File: src/rtl/pcd_regs.svh
// register offsets, field positions, limits and reset values of the clock counter block
`ifndef PCD_REGS_SVH
`define PCD_REGS_SVH
// byte offsets on the register bus
`define PCD_CTRL_OFS 8'h00
`define PCD_LOOP_OFS 8'h04
`define PCD_DIVA_OFS 8'h08
`define PCD_DIVB_OFS 8'h0c
`define PCD_DIVE_OFS 8'h10
`define PCD_STAT_OFS 8'h14
// control fields
`define PCD_CTRL_DIFF 0
`define PCD_CTRL_PIN 1
`define PCD_CTRL_SRCA 2
`define PCD_CTRL_SRCB 3
// loop fields
`define PCD_PRE_LSB 0
`define PCD_MUL_LSB 8
// divider fields
`define PCD_HI_LSB 0
`define PCD_LO_LSB 8
`define PCD_INIT_LSB 16
`define PCD_TAP_LSB 24
// status fields
`define PCD_ST_LOCK 0
`define PCD_ST_ERR 1
`define PCD_ST_RUN 2
// value limits
`define PCD_DIV_MIN 6'h01
`define PCD_DIV_MAX 6'h20
`define PCD_MUL_MIN 6'h02
`define PCD_HALF_MAX 8'h40
// reset values
`define PCD_CTRL_RST 4'h0
`define PCD_PRE_RST 6'h01
`define PCD_MUL_RST 6'h02
`define PCD_HI_RST 7'h01
`define PCD_LO_RST 7'h01
// last oscillator phase tap, one clock cycle per tap, so the period is eight cycles
`define PCD_OSC_LAST 3'h7
`define PCD_LOCK_MATCH 4
`endif

File: src/rtl/pcd_pkg.sv
// types shared by the clock counter block
`default_nettype none
package pcd_pkg;
  // one post-scale divider setting, high and low counts in half oscillator periods, initial count in whole ones
  typedef struct packed {
    logic [2:0] tap;
    logic [4:0] init;
    logic [6:0] low;
    logic [6:0] high;
  } pcd_div_cfg_t;
  // pre-scale and feedback values
  typedef struct packed {
    logic [5:0] mult;
    logic [5:0] pre;
  } pcd_loop_cfg_t;
  // input choice and core output routing
  typedef struct packed {
    logic diff;
    logic pin;
    logic src_a;
    logic src_b;
  } pcd_ctrl_t;
  // bus data phase held from the address phase
  typedef struct packed {
    logic       valid;
    logic       write;
    logic [7:0] addr;
  } pcd_dphase_t;
  // lock detector states
  typedef enum logic [2:0] {
    PCD_OFF  = 3'b001,
    PCD_SEEK = 3'b010,
    PCD_LOCK = 3'b100
  } pcd_lock_st_t;
endpackage : pcd_pkg
`default_nettype wire

File: src/rtl/pcd_top.sv
// clock synthesizer counters: input choice, pre-scale, lock, post-scale and routing
//
// Overview of operation
// - pins 0 and 1 feed the first synthesizer, pins 2 and 3 the second
// - a differential reference consumes both pins of its synthesizer as a pair
// - dividers a and b drive core clocks; divider e drives only external clock
// - fixed lines: first a to 1,2 and b to 0,3; second a 5,6, b 4,7
// - pre-scale and post-scale take 1 to 32, multiplier 2 to 32
// - reference is input over pre-scale; oscillator runs reference times multiplier
// - each output divides the oscillator; either core clock may use either divider
// - each divider picks one of eight equally spaced oscillator taps
// - each divider has an initial count delaying it by whole oscillator periods
// - coarse and fine phase together reach plus or minus 180 degrees
// - all phases are measured from one common zero-shifted reference
// - phase step is 45 degrees over the divide value
// - phase shift works on all three dividers in every feedback mode
// - each divider has its own high-time and low-time counts
// - duty step is 50 percent over the divide value
// - enable low holds all outputs low and drops lock; rising restarts
// - counter reset high resets dividers, clears outputs, drops lock
// - lock high while locked, low otherwise, may pulse while locking
//
// The AHB-Lite interface to the registers and the register offsets were decided locally.
`include "pcd_regs.svh"
`default_nettype none
module pcd_top
  import pcd_pkg::*;
#(
  parameter int SYNTH_INDEX = 0,
  parameter int LOCK_MATCH  = `PCD_LOCK_MATCH
) (
  // clock, reset, clock enable
  input  wire logic        hclk,
  input  wire logic        hresetn,
  input  wire logic        ce,
  // ahb-lite slave
  input  wire logic        hsel,
  input  wire logic [31:0] haddr,
  input  wire logic [1:0]  htrans,
  input  wire logic        hwrite,
  input  wire logic [2:0]  hsize,
  input  wire logic [31:0] hwdata,
  input  wire logic        hready,
  output logic      [31:0] hrdata,
  output logic             hreadyout,
  output logic             hresp,
  // dedicated clock pins
  input  wire logic        dedicated_clock_pin_0,
  input  wire logic        dedicated_clock_pin_1,
  input  wire logic        dedicated_clock_pin_2,
  input  wire logic        dedicated_clock_pin_3,
  // control
  input  wire logic        synth_enable,
  input  wire logic        counter_reset,
  // clocks out and lock
  output logic             core_clock_out_a,
  output logic             core_clock_out_b,
  output logic             external_clock_out,
  output logic      [7:0]  global_line,
  output logic             locked
);
  localparam int          LINE_BASE = SYNTH_INDEX * 4;
  localparam logic [7:0]  LINE_MASK = 8'h0f << LINE_BASE;
  localparam logic [3:0]  MATCH_TOP = 4'(LOCK_MATCH);

  pcd_dphase_t   dph_q;
  pcd_ctrl_t     ctrl_q;
  pcd_ctrl_t     act_q;
  pcd_loop_cfg_t loop_q;
  pcd_loop_cfg_t lact_q;
  pcd_div_cfg_t  div_q [3];
  pcd_div_cfg_t  wr_div;
  pcd_lock_st_t  lst_q;
  logic [2:0]    div_out;
  logic [2:0]    div_err;
  logic          loop_err;
  logic          err_clr;
  logic          cfg_err_q;
  logic [31:0]   rd_val;
  logic          run_d;
  logic          run_q;
  logic          load_d;
  logic [1:0]    pin_pair;
  logic          ref_lvl;
  logic          ref_q;
  logic          ref_prev_q;
  logic [5:0]    pre_cnt_q;
  logic          ref_tick_q;
  logic [2:0]    osc_phase_q;
  logic          osc_wrap;
  logic [6:0]    per_q;
  logic [3:0]    match_q;

  //////////////////////////////////////////////////////////////////////////
  // parameter check
  if (SYNTH_INDEX < 0 || SYNTH_INDEX > 1 || LOCK_MATCH < 1 || LOCK_MATCH > 15) begin : g_bad
    $error("pcd_top: SYNTH_INDEX must be 0 or 1 and LOCK_MATCH 1 to 15");
  end

  //////////////////////////////////////////////////////////////////////////
  // value checks; a divider is legal when its half counts sum to an even 2..64, high is nonzero and low is 2 or more unless the sum is 2
  function automatic logic div_ok(pcd_div_cfg_t c);
    logic [7:0] s;
    s = {1'b0, c.high} + {1'b0, c.low};
    div_ok = !s[0] && s >= 8'h02 && s <= `PCD_HALF_MAX && c.high != 7'h00
      && (c.low >= 7'h02 || s == 8'h02);
  endfunction : div_ok

  function automatic logic loop_ok(logic [5:0] pre, logic [5:0] mult);
    loop_ok = pre >= `PCD_DIV_MIN && pre <= `PCD_DIV_MAX
      && mult >= `PCD_MUL_MIN && mult <= `PCD_DIV_MAX;
  endfunction : loop_ok

  //////////////////////////////////////////////////////////////////////////
  // bus: zero wait states, always okay; read data sampled at the address phase
  always_ff @(posedge hclk or negedge hresetn) begin
    if (!hresetn) begin
      dph_q     <= '0;
      hrdata    <= 32'h0000_0000;
      hreadyout <= 1'b0;
      hresp     <= 1'b0;
    end else if (ce) begin
      hreadyout <= 1'b1;
      hresp     <= 1'b0;
      if (hready) begin
        dph_q.valid <= hsel && htrans[1] && haddr[31:8] == 24'h00_0000;
        dph_q.write <= hwrite && hsize == 3'h2;
        dph_q.addr  <= haddr[7:0];
        hrdata      <= rd_val;
      end
    end
  end

  // read mux; unmapped offsets read as zero
  always_comb begin
    rd_val = 32'h0000_0000;
    unique case (haddr[7:0])
      `PCD_CTRL_OFS: rd_val = {28'h000_0000, ctrl_q.src_b, ctrl_q.src_a, ctrl_q.pin, ctrl_q.diff};
      `PCD_LOOP_OFS: rd_val = {18'h0_0000, loop_q.mult, 2'h0, loop_q.pre};
      `PCD_DIVA_OFS: rd_val = {5'h00, div_q[0].tap, 3'h0, div_q[0].init, 1'b0, div_q[0].low,
                               1'b0, div_q[0].high};
      `PCD_DIVB_OFS: rd_val = {5'h00, div_q[1].tap, 3'h0, div_q[1].init, 1'b0, div_q[1].low,
                               1'b0, div_q[1].high};
      `PCD_DIVE_OFS: rd_val = {5'h00, div_q[2].tap, 3'h0, div_q[2].init, 1'b0, div_q[2].low,
                               1'b0, div_q[2].high};
      `PCD_STAT_OFS: rd_val = {29'h0000_0000, run_q, cfg_err_q, locked};
      default:       rd_val = 32'h0000_0000;
    endcase
  end

  //////////////////////////////////////////////////////////////////////////
  // control and loop registers; an illegal loop write is dropped whole
  assign loop_err = dph_q.valid && dph_q.write && dph_q.addr == `PCD_LOOP_OFS
    && !loop_ok(hwdata[`PCD_PRE_LSB +: 6], hwdata[`PCD_MUL_LSB +: 6]);
  assign err_clr  = dph_q.valid && dph_q.write && dph_q.addr == `PCD_STAT_OFS
    && hwdata[`PCD_ST_ERR];

  always_ff @(posedge hclk or negedge hresetn) begin
    if (!hresetn) begin
      ctrl_q      <= `PCD_CTRL_RST;
      loop_q.pre  <= `PCD_PRE_RST;
      loop_q.mult <= `PCD_MUL_RST;
    end else if (ce && dph_q.valid && dph_q.write) begin
      if (dph_q.addr == `PCD_CTRL_OFS) begin
        ctrl_q.diff  <= hwdata[`PCD_CTRL_DIFF];
        ctrl_q.pin   <= hwdata[`PCD_CTRL_PIN];
        ctrl_q.src_a <= hwdata[`PCD_CTRL_SRCA];
        ctrl_q.src_b <= hwdata[`PCD_CTRL_SRCB];
      end
      if (dph_q.addr == `PCD_LOOP_OFS && !loop_err) begin
        loop_q.pre  <= hwdata[`PCD_PRE_LSB +: 6];
        loop_q.mult <= hwdata[`PCD_MUL_LSB +: 6];
      end
    end
  end

  // divider setting as carried in a write
  assign wr_div.high = hwdata[`PCD_HI_LSB +: 7];
  assign wr_div.low  = hwdata[`PCD_LO_LSB +: 7];
  assign wr_div.init = hwdata[`PCD_INIT_LSB +: 5];
  assign wr_div.tap  = hwdata[`PCD_TAP_LSB +: 3];

  // one register per divider; illegal high/low pairs are refused
  for (genvar i = 0; i < 3; i++) begin : g_divreg
    localparam logic [7:0] OFS = `PCD_DIVA_OFS + 8'(4 * i);
    assign div_err[i] = dph_q.valid && dph_q.write && dph_q.addr == OFS && !div_ok(wr_div);
    always_ff @(posedge hclk or negedge hresetn) begin
      if (!hresetn) begin
        div_q[i]      <= '0;
        div_q[i].high <= `PCD_HI_RST;
        div_q[i].low  <= `PCD_LO_RST;
      end else if (ce && dph_q.valid && dph_q.write && dph_q.addr == OFS && !div_err[i]) begin
        div_q[i] <= wr_div;
      end
    end
  end

  // sticky refusal flag; a new refusal beats a clear in the same cycle
  always_ff @(posedge hclk or negedge hresetn) begin
    if (!hresetn) begin
      cfg_err_q <= 1'b0;
    end else if (ce) begin
      if (loop_err || div_err != 3'h0) begin
        cfg_err_q <= 1'b1;
      end else if (err_clr) begin
        cfg_err_q <= 1'b0;
      end
    end
  end

  //////////////////////////////////////////////////////////////////////////
  // run and load: enable high and counter reset low; load on release
  assign run_d  = synth_enable && !counter_reset;
  assign load_d = run_d && !run_q;

  always_ff @(posedge hclk or negedge hresetn) begin
    if (!hresetn) begin
      run_q  <= 1'b0;
      act_q  <= `PCD_CTRL_RST;
      lact_q <= {`PCD_MUL_RST, `PCD_PRE_RST};
    end else if (ce) begin
      run_q <= run_d;
      if (load_d) begin
        // settings change the running counters only at the next restart
        act_q  <= ctrl_q;
        lact_q <= loop_q;
      end
    end
  end

  //////////////////////////////////////////////////////////////////////////
  // reference choice: each synthesizer sees only its own pin pair
  assign pin_pair = (SYNTH_INDEX == 0)
    ? {dedicated_clock_pin_1, dedicated_clock_pin_0}
    : {dedicated_clock_pin_3, dedicated_clock_pin_2};
  assign ref_lvl  = act_q.diff ? (pin_pair[0] && !pin_pair[1]) : pin_pair[act_q.pin];

  // pre-scale: one reference tick every pre rising edges
  always_ff @(posedge hclk or negedge hresetn) begin
    if (!hresetn) begin
      ref_q      <= 1'b0;
      ref_prev_q <= 1'b0;
      pre_cnt_q  <= 6'h00;
      ref_tick_q <= 1'b0;
    end else if (ce) begin
      ref_q      <= ref_lvl;
      ref_prev_q <= ref_q;
      ref_tick_q <= 1'b0;
      if (!run_d || load_d) begin
        pre_cnt_q <= 6'h00;
      end else if (ref_q && !ref_prev_q) begin
        if (pre_cnt_q == lact_q.pre - 6'h01) begin
          pre_cnt_q  <= 6'h00;
          ref_tick_q <= 1'b1;
        end else begin
          pre_cnt_q <= pre_cnt_q + 6'h01;
        end
      end
    end
  end

  //////////////////////////////////////////////////////////////////////////
  // oscillator model: eight taps, one clock each; restarts at load so
  // every divider shares the same zero phase
  assign osc_wrap = (osc_phase_q == `PCD_OSC_LAST);

  always_ff @(posedge hclk or negedge hresetn) begin
    if (!hresetn) begin
      osc_phase_q <= 3'h0;
      per_q       <= 7'h00;
    end else if (ce) begin
      if (!run_d || load_d) begin
        osc_phase_q <= 3'h0;
        per_q       <= 7'h00;
      end else begin
        osc_phase_q <= osc_phase_q + 3'h1;
        // oscillator periods seen in one reference period
        if (ref_tick_q) begin
          per_q <= {6'h00, osc_wrap};
        end else if (osc_wrap && per_q != 7'h7f) begin
          per_q <= per_q + 7'h01;
        end
      end
    end
  end

  //////////////////////////////////////////////////////////////////////////
  // lock detect: reference period must hold mult oscillator periods for
  // LOCK_MATCH ticks in a row; one miss drops lock, so it can pulse
  always_ff @(posedge hclk or negedge hresetn) begin
    if (!hresetn) begin
      lst_q   <= PCD_OFF;
      match_q <= 4'h0;
      locked  <= 1'b0;
    end else if (ce) begin
      if (!run_d || load_d) begin
        lst_q   <= run_d ? PCD_SEEK : PCD_OFF;
        match_q <= 4'h0;
        locked  <= 1'b0;
      end else begin
        unique case (lst_q)
          PCD_OFF: begin
            lst_q <= PCD_SEEK;
          end
          PCD_SEEK: begin
            if (ref_tick_q) begin
              if (per_q == {1'b0, lact_q.mult}) begin
                match_q <= match_q + 4'h1;
                if (match_q + 4'h1 == MATCH_TOP) begin
                  lst_q  <= PCD_LOCK;
                  locked <= 1'b1;
                end
              end else begin
                match_q <= 4'h0;
              end
            end
          end
          PCD_LOCK: begin
            if (ref_tick_q && per_q != {1'b0, lact_q.mult}) begin
              lst_q   <= PCD_SEEK;
              match_q <= 4'h0;
              locked  <= 1'b0;
            end
          end
          default: begin
            lst_q  <= PCD_OFF;
            locked <= 1'b0;
          end
        endcase
      end
    end
  end

  //////////////////////////////////////////////////////////////////////////
  // three post-scale dividers: a, b, external; each with its own tap,
  // initial count and duty counts
  for (genvar i = 0; i < 3; i++) begin : g_div
    pcd_div u_div (
      .hclk      (hclk),
      .hresetn   (hresetn),
      .ce        (ce),
      .run       (run_d),
      .load      (load_d),
      .osc_phase (osc_phase_q),
      .cfg       (div_q[i]),
      .div_out   (div_out[i])
    );
  end

  //////////////////////////////////////////////////////////////////////////
  // output stage: registered, low whenever the dividers are stopped
  always_ff @(posedge hclk or negedge hresetn) begin
    if (!hresetn) begin
      core_clock_out_a   <= 1'b0;
      core_clock_out_b   <= 1'b0;
      external_clock_out <= 1'b0;
    end else if (ce) begin
      core_clock_out_a   <= act_q.src_a ? div_out[1] : div_out[0];
      core_clock_out_b   <= act_q.src_b ? div_out[1] : div_out[0];
      external_clock_out <= div_out[2];
    end
  end

  // fixed global line map; the external divider never reaches a line
  for (genvar l = 0; l < 8; l++) begin : g_line
    localparam int J = l - LINE_BASE;
    always_ff @(posedge hclk or negedge hresetn) begin
      if (!hresetn) begin
        global_line[l] <= 1'b0;
      end else if (ce) begin
        if (J == 1 || J == 2) begin
          global_line[l] <= div_out[0];
        end else if (J == 0 || J == 3) begin
          global_line[l] <= div_out[1];
        end else begin
          global_line[l] <= 1'b0;
        end
      end
    end
  end
endmodule : pcd_top
`default_nettype wire

File: src/rtl/pcd_div.sv
// one post-scale divider with tap choice, initial delay and high/low counts
`include "pcd_regs.svh"
`default_nettype none
module pcd_div
  import pcd_pkg::*;
(
  // clock and reset
  input  wire logic         hclk,
  input  wire logic         hresetn,
  input  wire logic         ce,
  // control from the counter block
  input  wire logic         run,
  input  wire logic         load,
  input  wire logic [2:0]   osc_phase,
  input  wire pcd_div_cfg_t cfg,
  // divided clock
  output logic              div_out
);
  pcd_div_cfg_t cfg_q;
  logic [4:0]   wait_q;
  logic [6:0]   cnt_q;
  logic         started_q;
  logic         full_tick;
  logic         half_tick;

  //////////////////////////////////////////////////////////////////////////
  // ticks on the chosen tap: whole period and half period
  assign full_tick = (osc_phase == cfg_q.tap);
  assign half_tick = (osc_phase[1:0] == cfg_q.tap[1:0]);

  //////////////////////////////////////////////////////////////////////////
  // counting; settings are only taken at load so all outputs restart together
  always_ff @(posedge hclk or negedge hresetn) begin
    if (!hresetn) begin
      cfg_q     <= '0;
      wait_q    <= 5'h00;
      cnt_q     <= 7'h00;
      started_q <= 1'b0;
      div_out   <= 1'b0;
    end else if (ce) begin
      if (!run || load) begin
        // stopped output is low; the initial count is reloaded only at load
        started_q <= 1'b0;
        div_out   <= 1'b0;
        if (load) begin
          cfg_q  <= cfg;
          wait_q <= cfg.init;
        end
      end else if (!started_q) begin
        // coarse offset in whole oscillator periods
        if (full_tick) begin
          if (wait_q == 5'h00) begin
            started_q <= 1'b1;
            div_out   <= 1'b1;
            cnt_q     <= cfg_q.high;
          end else begin
            wait_q <= wait_q - 5'h01;
          end
        end
      end else if (half_tick) begin
        // alternate high and low phases
        if (cnt_q == 7'h01) begin
          div_out <= !div_out;
          cnt_q   <= div_out ? cfg_q.low : cfg_q.high;
        end else begin
          cnt_q <= cnt_q - 7'h01;
        end
      end
    end
  end
endmodule : pcd_div
`default_nettype wire

File: config.mk
export PLATFORM = sky130hd
export DESIGN_NAME = pcd_top
export DESIGN_NICKNAME = d
export VERILOG_FILES = /design/src/rtl/pcd_pkg.sv /design/src/rtl/pcd_top.sv /design/src/rtl/pcd_div.sv
export VERILOG_INCLUDE_DIRS = /design/src /design/src/rtl
export SDC_FILE = /design/constraint.sdc
export NUM_CORES = 1
export LEC_CHECK = 0
export BUFFER_PORTS_ARGS = -buffer_cell sky130_fd_sc_hd__buf_2
export CAP_MARGIN = 20
export CORE_MARGIN = 2
export CORE_UTILIZATION = 55
export DETAILED_ROUTE_END_ITERATION = 7
export PLACE_DENSITY = 0.82
export SETUP_SLACK_MARGIN = 0.2
export SLEW_MARGIN = 15
export SYNTH_ARGS = -nofsm -noshare
export SYNTH_HDL_FRONTEND = slang
export SYNTH_SLANG_ARGS = --single-unit
File: constraint.sdc
create_clock -name hclk -period 3.71 [get_ports hclk]
set_clock_uncertainty 0.05 [all_clocks]
set_input_delay 1.113 -clock hclk [delete_from_list [all_inputs] [get_ports hclk]]
set_output_delay 1.113 -clock hclk [all_outputs]
set_load 0.005 [all_outputs]
==> results.toml <==
[clocking]
clock_path_buffers = 3
tritoncts = "built"
clock-sinks = 258
clkTransAtPathRegs_ns = 0.06
cts_made_buffers = 27
root_buffer = "clkbuf_16"
ctsHoldBuffers = 0
htreeDepth = 1
clkLatencyLatePin_ns = 0.56

[sta]
hold_violations = 0
timing.fmax_ghz = 0.277
grt_setup_unrepaired = "true"
final.period_utilization_pct = 97.5
post-route-worst-setup-slack_ns = 0.0945
finalCriticalPeriod_ns = 3.62
worst_slew_pin_slew_ns = 0.835
drv_slew = 0
fin_tns_setup_ns = 0
slew_headroom_pct = 44.4
setup_viol = 0

[min_path]
hp-class = "flip-flop to flip-flop"

[route]
ant_nets = 0
drt_iter0_drc = 1007
drc = 0
wl_per_cell_um = 21.2
vias = 9926
via_per_inst = 6.15
postRouteWirelength_um = 34300
drt_first_pass_iters = 7

[finish]
n_fill_cell = 1660
final_nets = 1382
areaGrowthSynthToFinish_pct = 17.5
ff_latch_area_um2 = 6470
multi_input_area_um2 = 6270
antennaDiodeCount = 0
finish.utilization_pct = 65.5
drive_gt1_share_pct = 30.8
final_cells = 1613

[pwr]
fin_total_pwr_uw = 6900
p_per_area_nw_per_um2 = 452
power.leakage_uw = 0.00719
vdd_drop_max_uv = 389

[synth]
synth_common_cells = "247 x dfrtp_1, 108 x mux2_2, 79 x nand2_1"
ys.flop_type = "dfrtp_1"
synth-edff-count = 0
synth_most_common_cell = "dfrtp_1"
ys_seq_area_share_pct = 49.8
syn-instance-count = 1150
syn-cell-area_um2 = 13000
ys_async_sr_fraction_pct = 100
synth.top_cell.area_share_pct = 47.5
synth_area_per_cell_um2 = 11.3
synth_cell_type_count = 65
yosys_warnings = 0
ys_top_cells_by_area = "dfrtp_1 48%, mux2_2 9.4%, mux2_1 4.0%, o21ai_0 2.9%, ha_1 2.5%"
synth-seq-cells = 258
synth_top_area_cell = "dfrtp_1"

[global_route]
grt_overflow_total = 0
grt_pass1_wl_um = 53400
antenna_found_initial = 0
grt_pass1_vias = 9913
grt_max_degree = 87
grt_use_total_pct = 27.4

[floorplan]
die_height_um = 158
die_w_um = 158
std_cell_rows = 56
core_area_um2 = 23300
die_area_um2 = 24900
start_util_pct = 55.7
ios = 127

[setup_path]
required_ns = 4.10
critical_path_class = "primary input to flip-flop"
critPathArrivalTime_ns = 4.01
crit_fanout = 11
worst_setup_path_end_kind = "flip-flop"
startpoint_type = "primary input"

[placement]
gp_congestion = 0.920
io_buffers = 98
dpl.hpwl_um = 22600
dp.cells = 1553
post-place-ws_ns = -0.444

[job]
cap_violations = 0

[run_status]
status = "finished clean"
==> state kept, by name, indices dropped and copies added, names as in the netlist, 4 cells and up <==
register / flops
loop_q: 12
g_div.u_div.cnt_q: 21
lact_q: 12
dph_q: 10
act_q: 4
hrdata: 22
per_q: 7
match_q: 4
ctrl_q: 4
div_q: 66
g_div.u_div.cfg_q: 51
g_div.u_div.wait_q: 15
pre_cnt_q: 6
==> stage by stage <==
step                hold slack [ns]  instance area (um2)
CTS                           0.416                15100
floorplan                     0.400                13200
global placement              0.399                14100
detailed placement            0.400                14100
finish                        0.409                15300
global route                  0.448                15300
==> routing by layer <==
layer  routed length (um)  GRT usage (%)  share of wire, %
met5                    0              0                 0
met4                 1030           9.00               3.0
met1                14100           37.6                41
met2                16800           45.4                49
met3                 2300           3.31               6.7
==> cells by family after synthesis <==
family                   count (synthesis)  share of synthesized area, %
other                                    1                        0.0288
XOR/XNOR                                43                          2.90
flip-flops                             258                          49.8
multiplexers                           196                          17.7
adder cells (fa/ha/maj)                 27                          2.66
buffers and inverters                  102                          3.81
AND/OR/NAND/NOR                        275                          10.7
AO/OA/AOI/OAI                          248                          12.5
==> area by class of cell <==
class                           count  share of cell area, %
Multi-Input combinational cell    804                   41.0
Clock inverter                     11                   1.06
Timing Repair Buffer              154                   7.13
Sequential cell                   258                   42.4
Inverter                           29                  0.713
Tap cell                          319                   2.61
Clock buffer                       38                   5.09
==> worst paths after layout <==
| check | endpoint | depth (start not counted) | slack (ns) | start |
|---|---|---|---|---|
| max | div_q[21] | 12 | 0.09 | hwdata[0] |
| min | hreadyout | 1 | 0.41 | hreadyout |
| max reg2reg | lst_q[0] | 8 | 0.87 | per_q[5] |
| min reg2reg | hreadyout | 1 | 0.41 | hreadyout |
| max in group asynchronous | div_q[7] | 2 | 2.11 | hresetn |
| min in group asynchronous | dph_q[0] | 1 | 0.49 | hresetn |
==> repair_timing <==
action / 4_1_cts / 5_1_grt
cloned: 1 / 4
setup buffers: 3 / 3
hold endpoints to repair: 0 / 0
pin swaps: 4 / 4
gates resized for setup: 16 / 10
endpoints found under the setup margin: 41 / 48
==> layout by cell type (no fill, tap or decap), types with 25 or more instances in the layout <==
| cell | Yosys | final |
|---|---|---|
| dfrtp_1 | 247 | 247 |
| xor2_1 | 30 | 30 |
| nor2_1 | 69 | 68 |
| nand2_1 | 79 | 79 |
| mux2_4 | 21 | 59 |
| inv_1 | 29 | 29 |
| ha_1 | 26 | 25 |
| mux2_2 | 108 | 108 |
| buf_4 | 18 | 44 |
| clkbuf_16 | 0 | 31 |
| buf_2 | 0 | 95 |
| nand3_1 | 26 | 26 |
| o21ai_0 | 76 | 75 |
| a21oi_1 | 52 | 52 |
==> report_power, final <==
group          internal, uW  switching (uW)  total [uW]
Combinational           397             502         899
Sequential             2950             161        3110
Clock                  1740            1150        2890
==> critical path, cell delays in order <==
cell       delay (ns)
buf_8            0.10
ha_4             0.15
fa_2             0.37
a211oi_4         0.34
nor4b_1          0.10
mux2i_1          0.29
a221oi_2         0.14
o41ai_4          0.60
nor4_4           0.09
buf_4            0.19
clkbuf_16        0.19
mux2_4           0.31
Note: power is estimated with default switching activity, not from simulation.
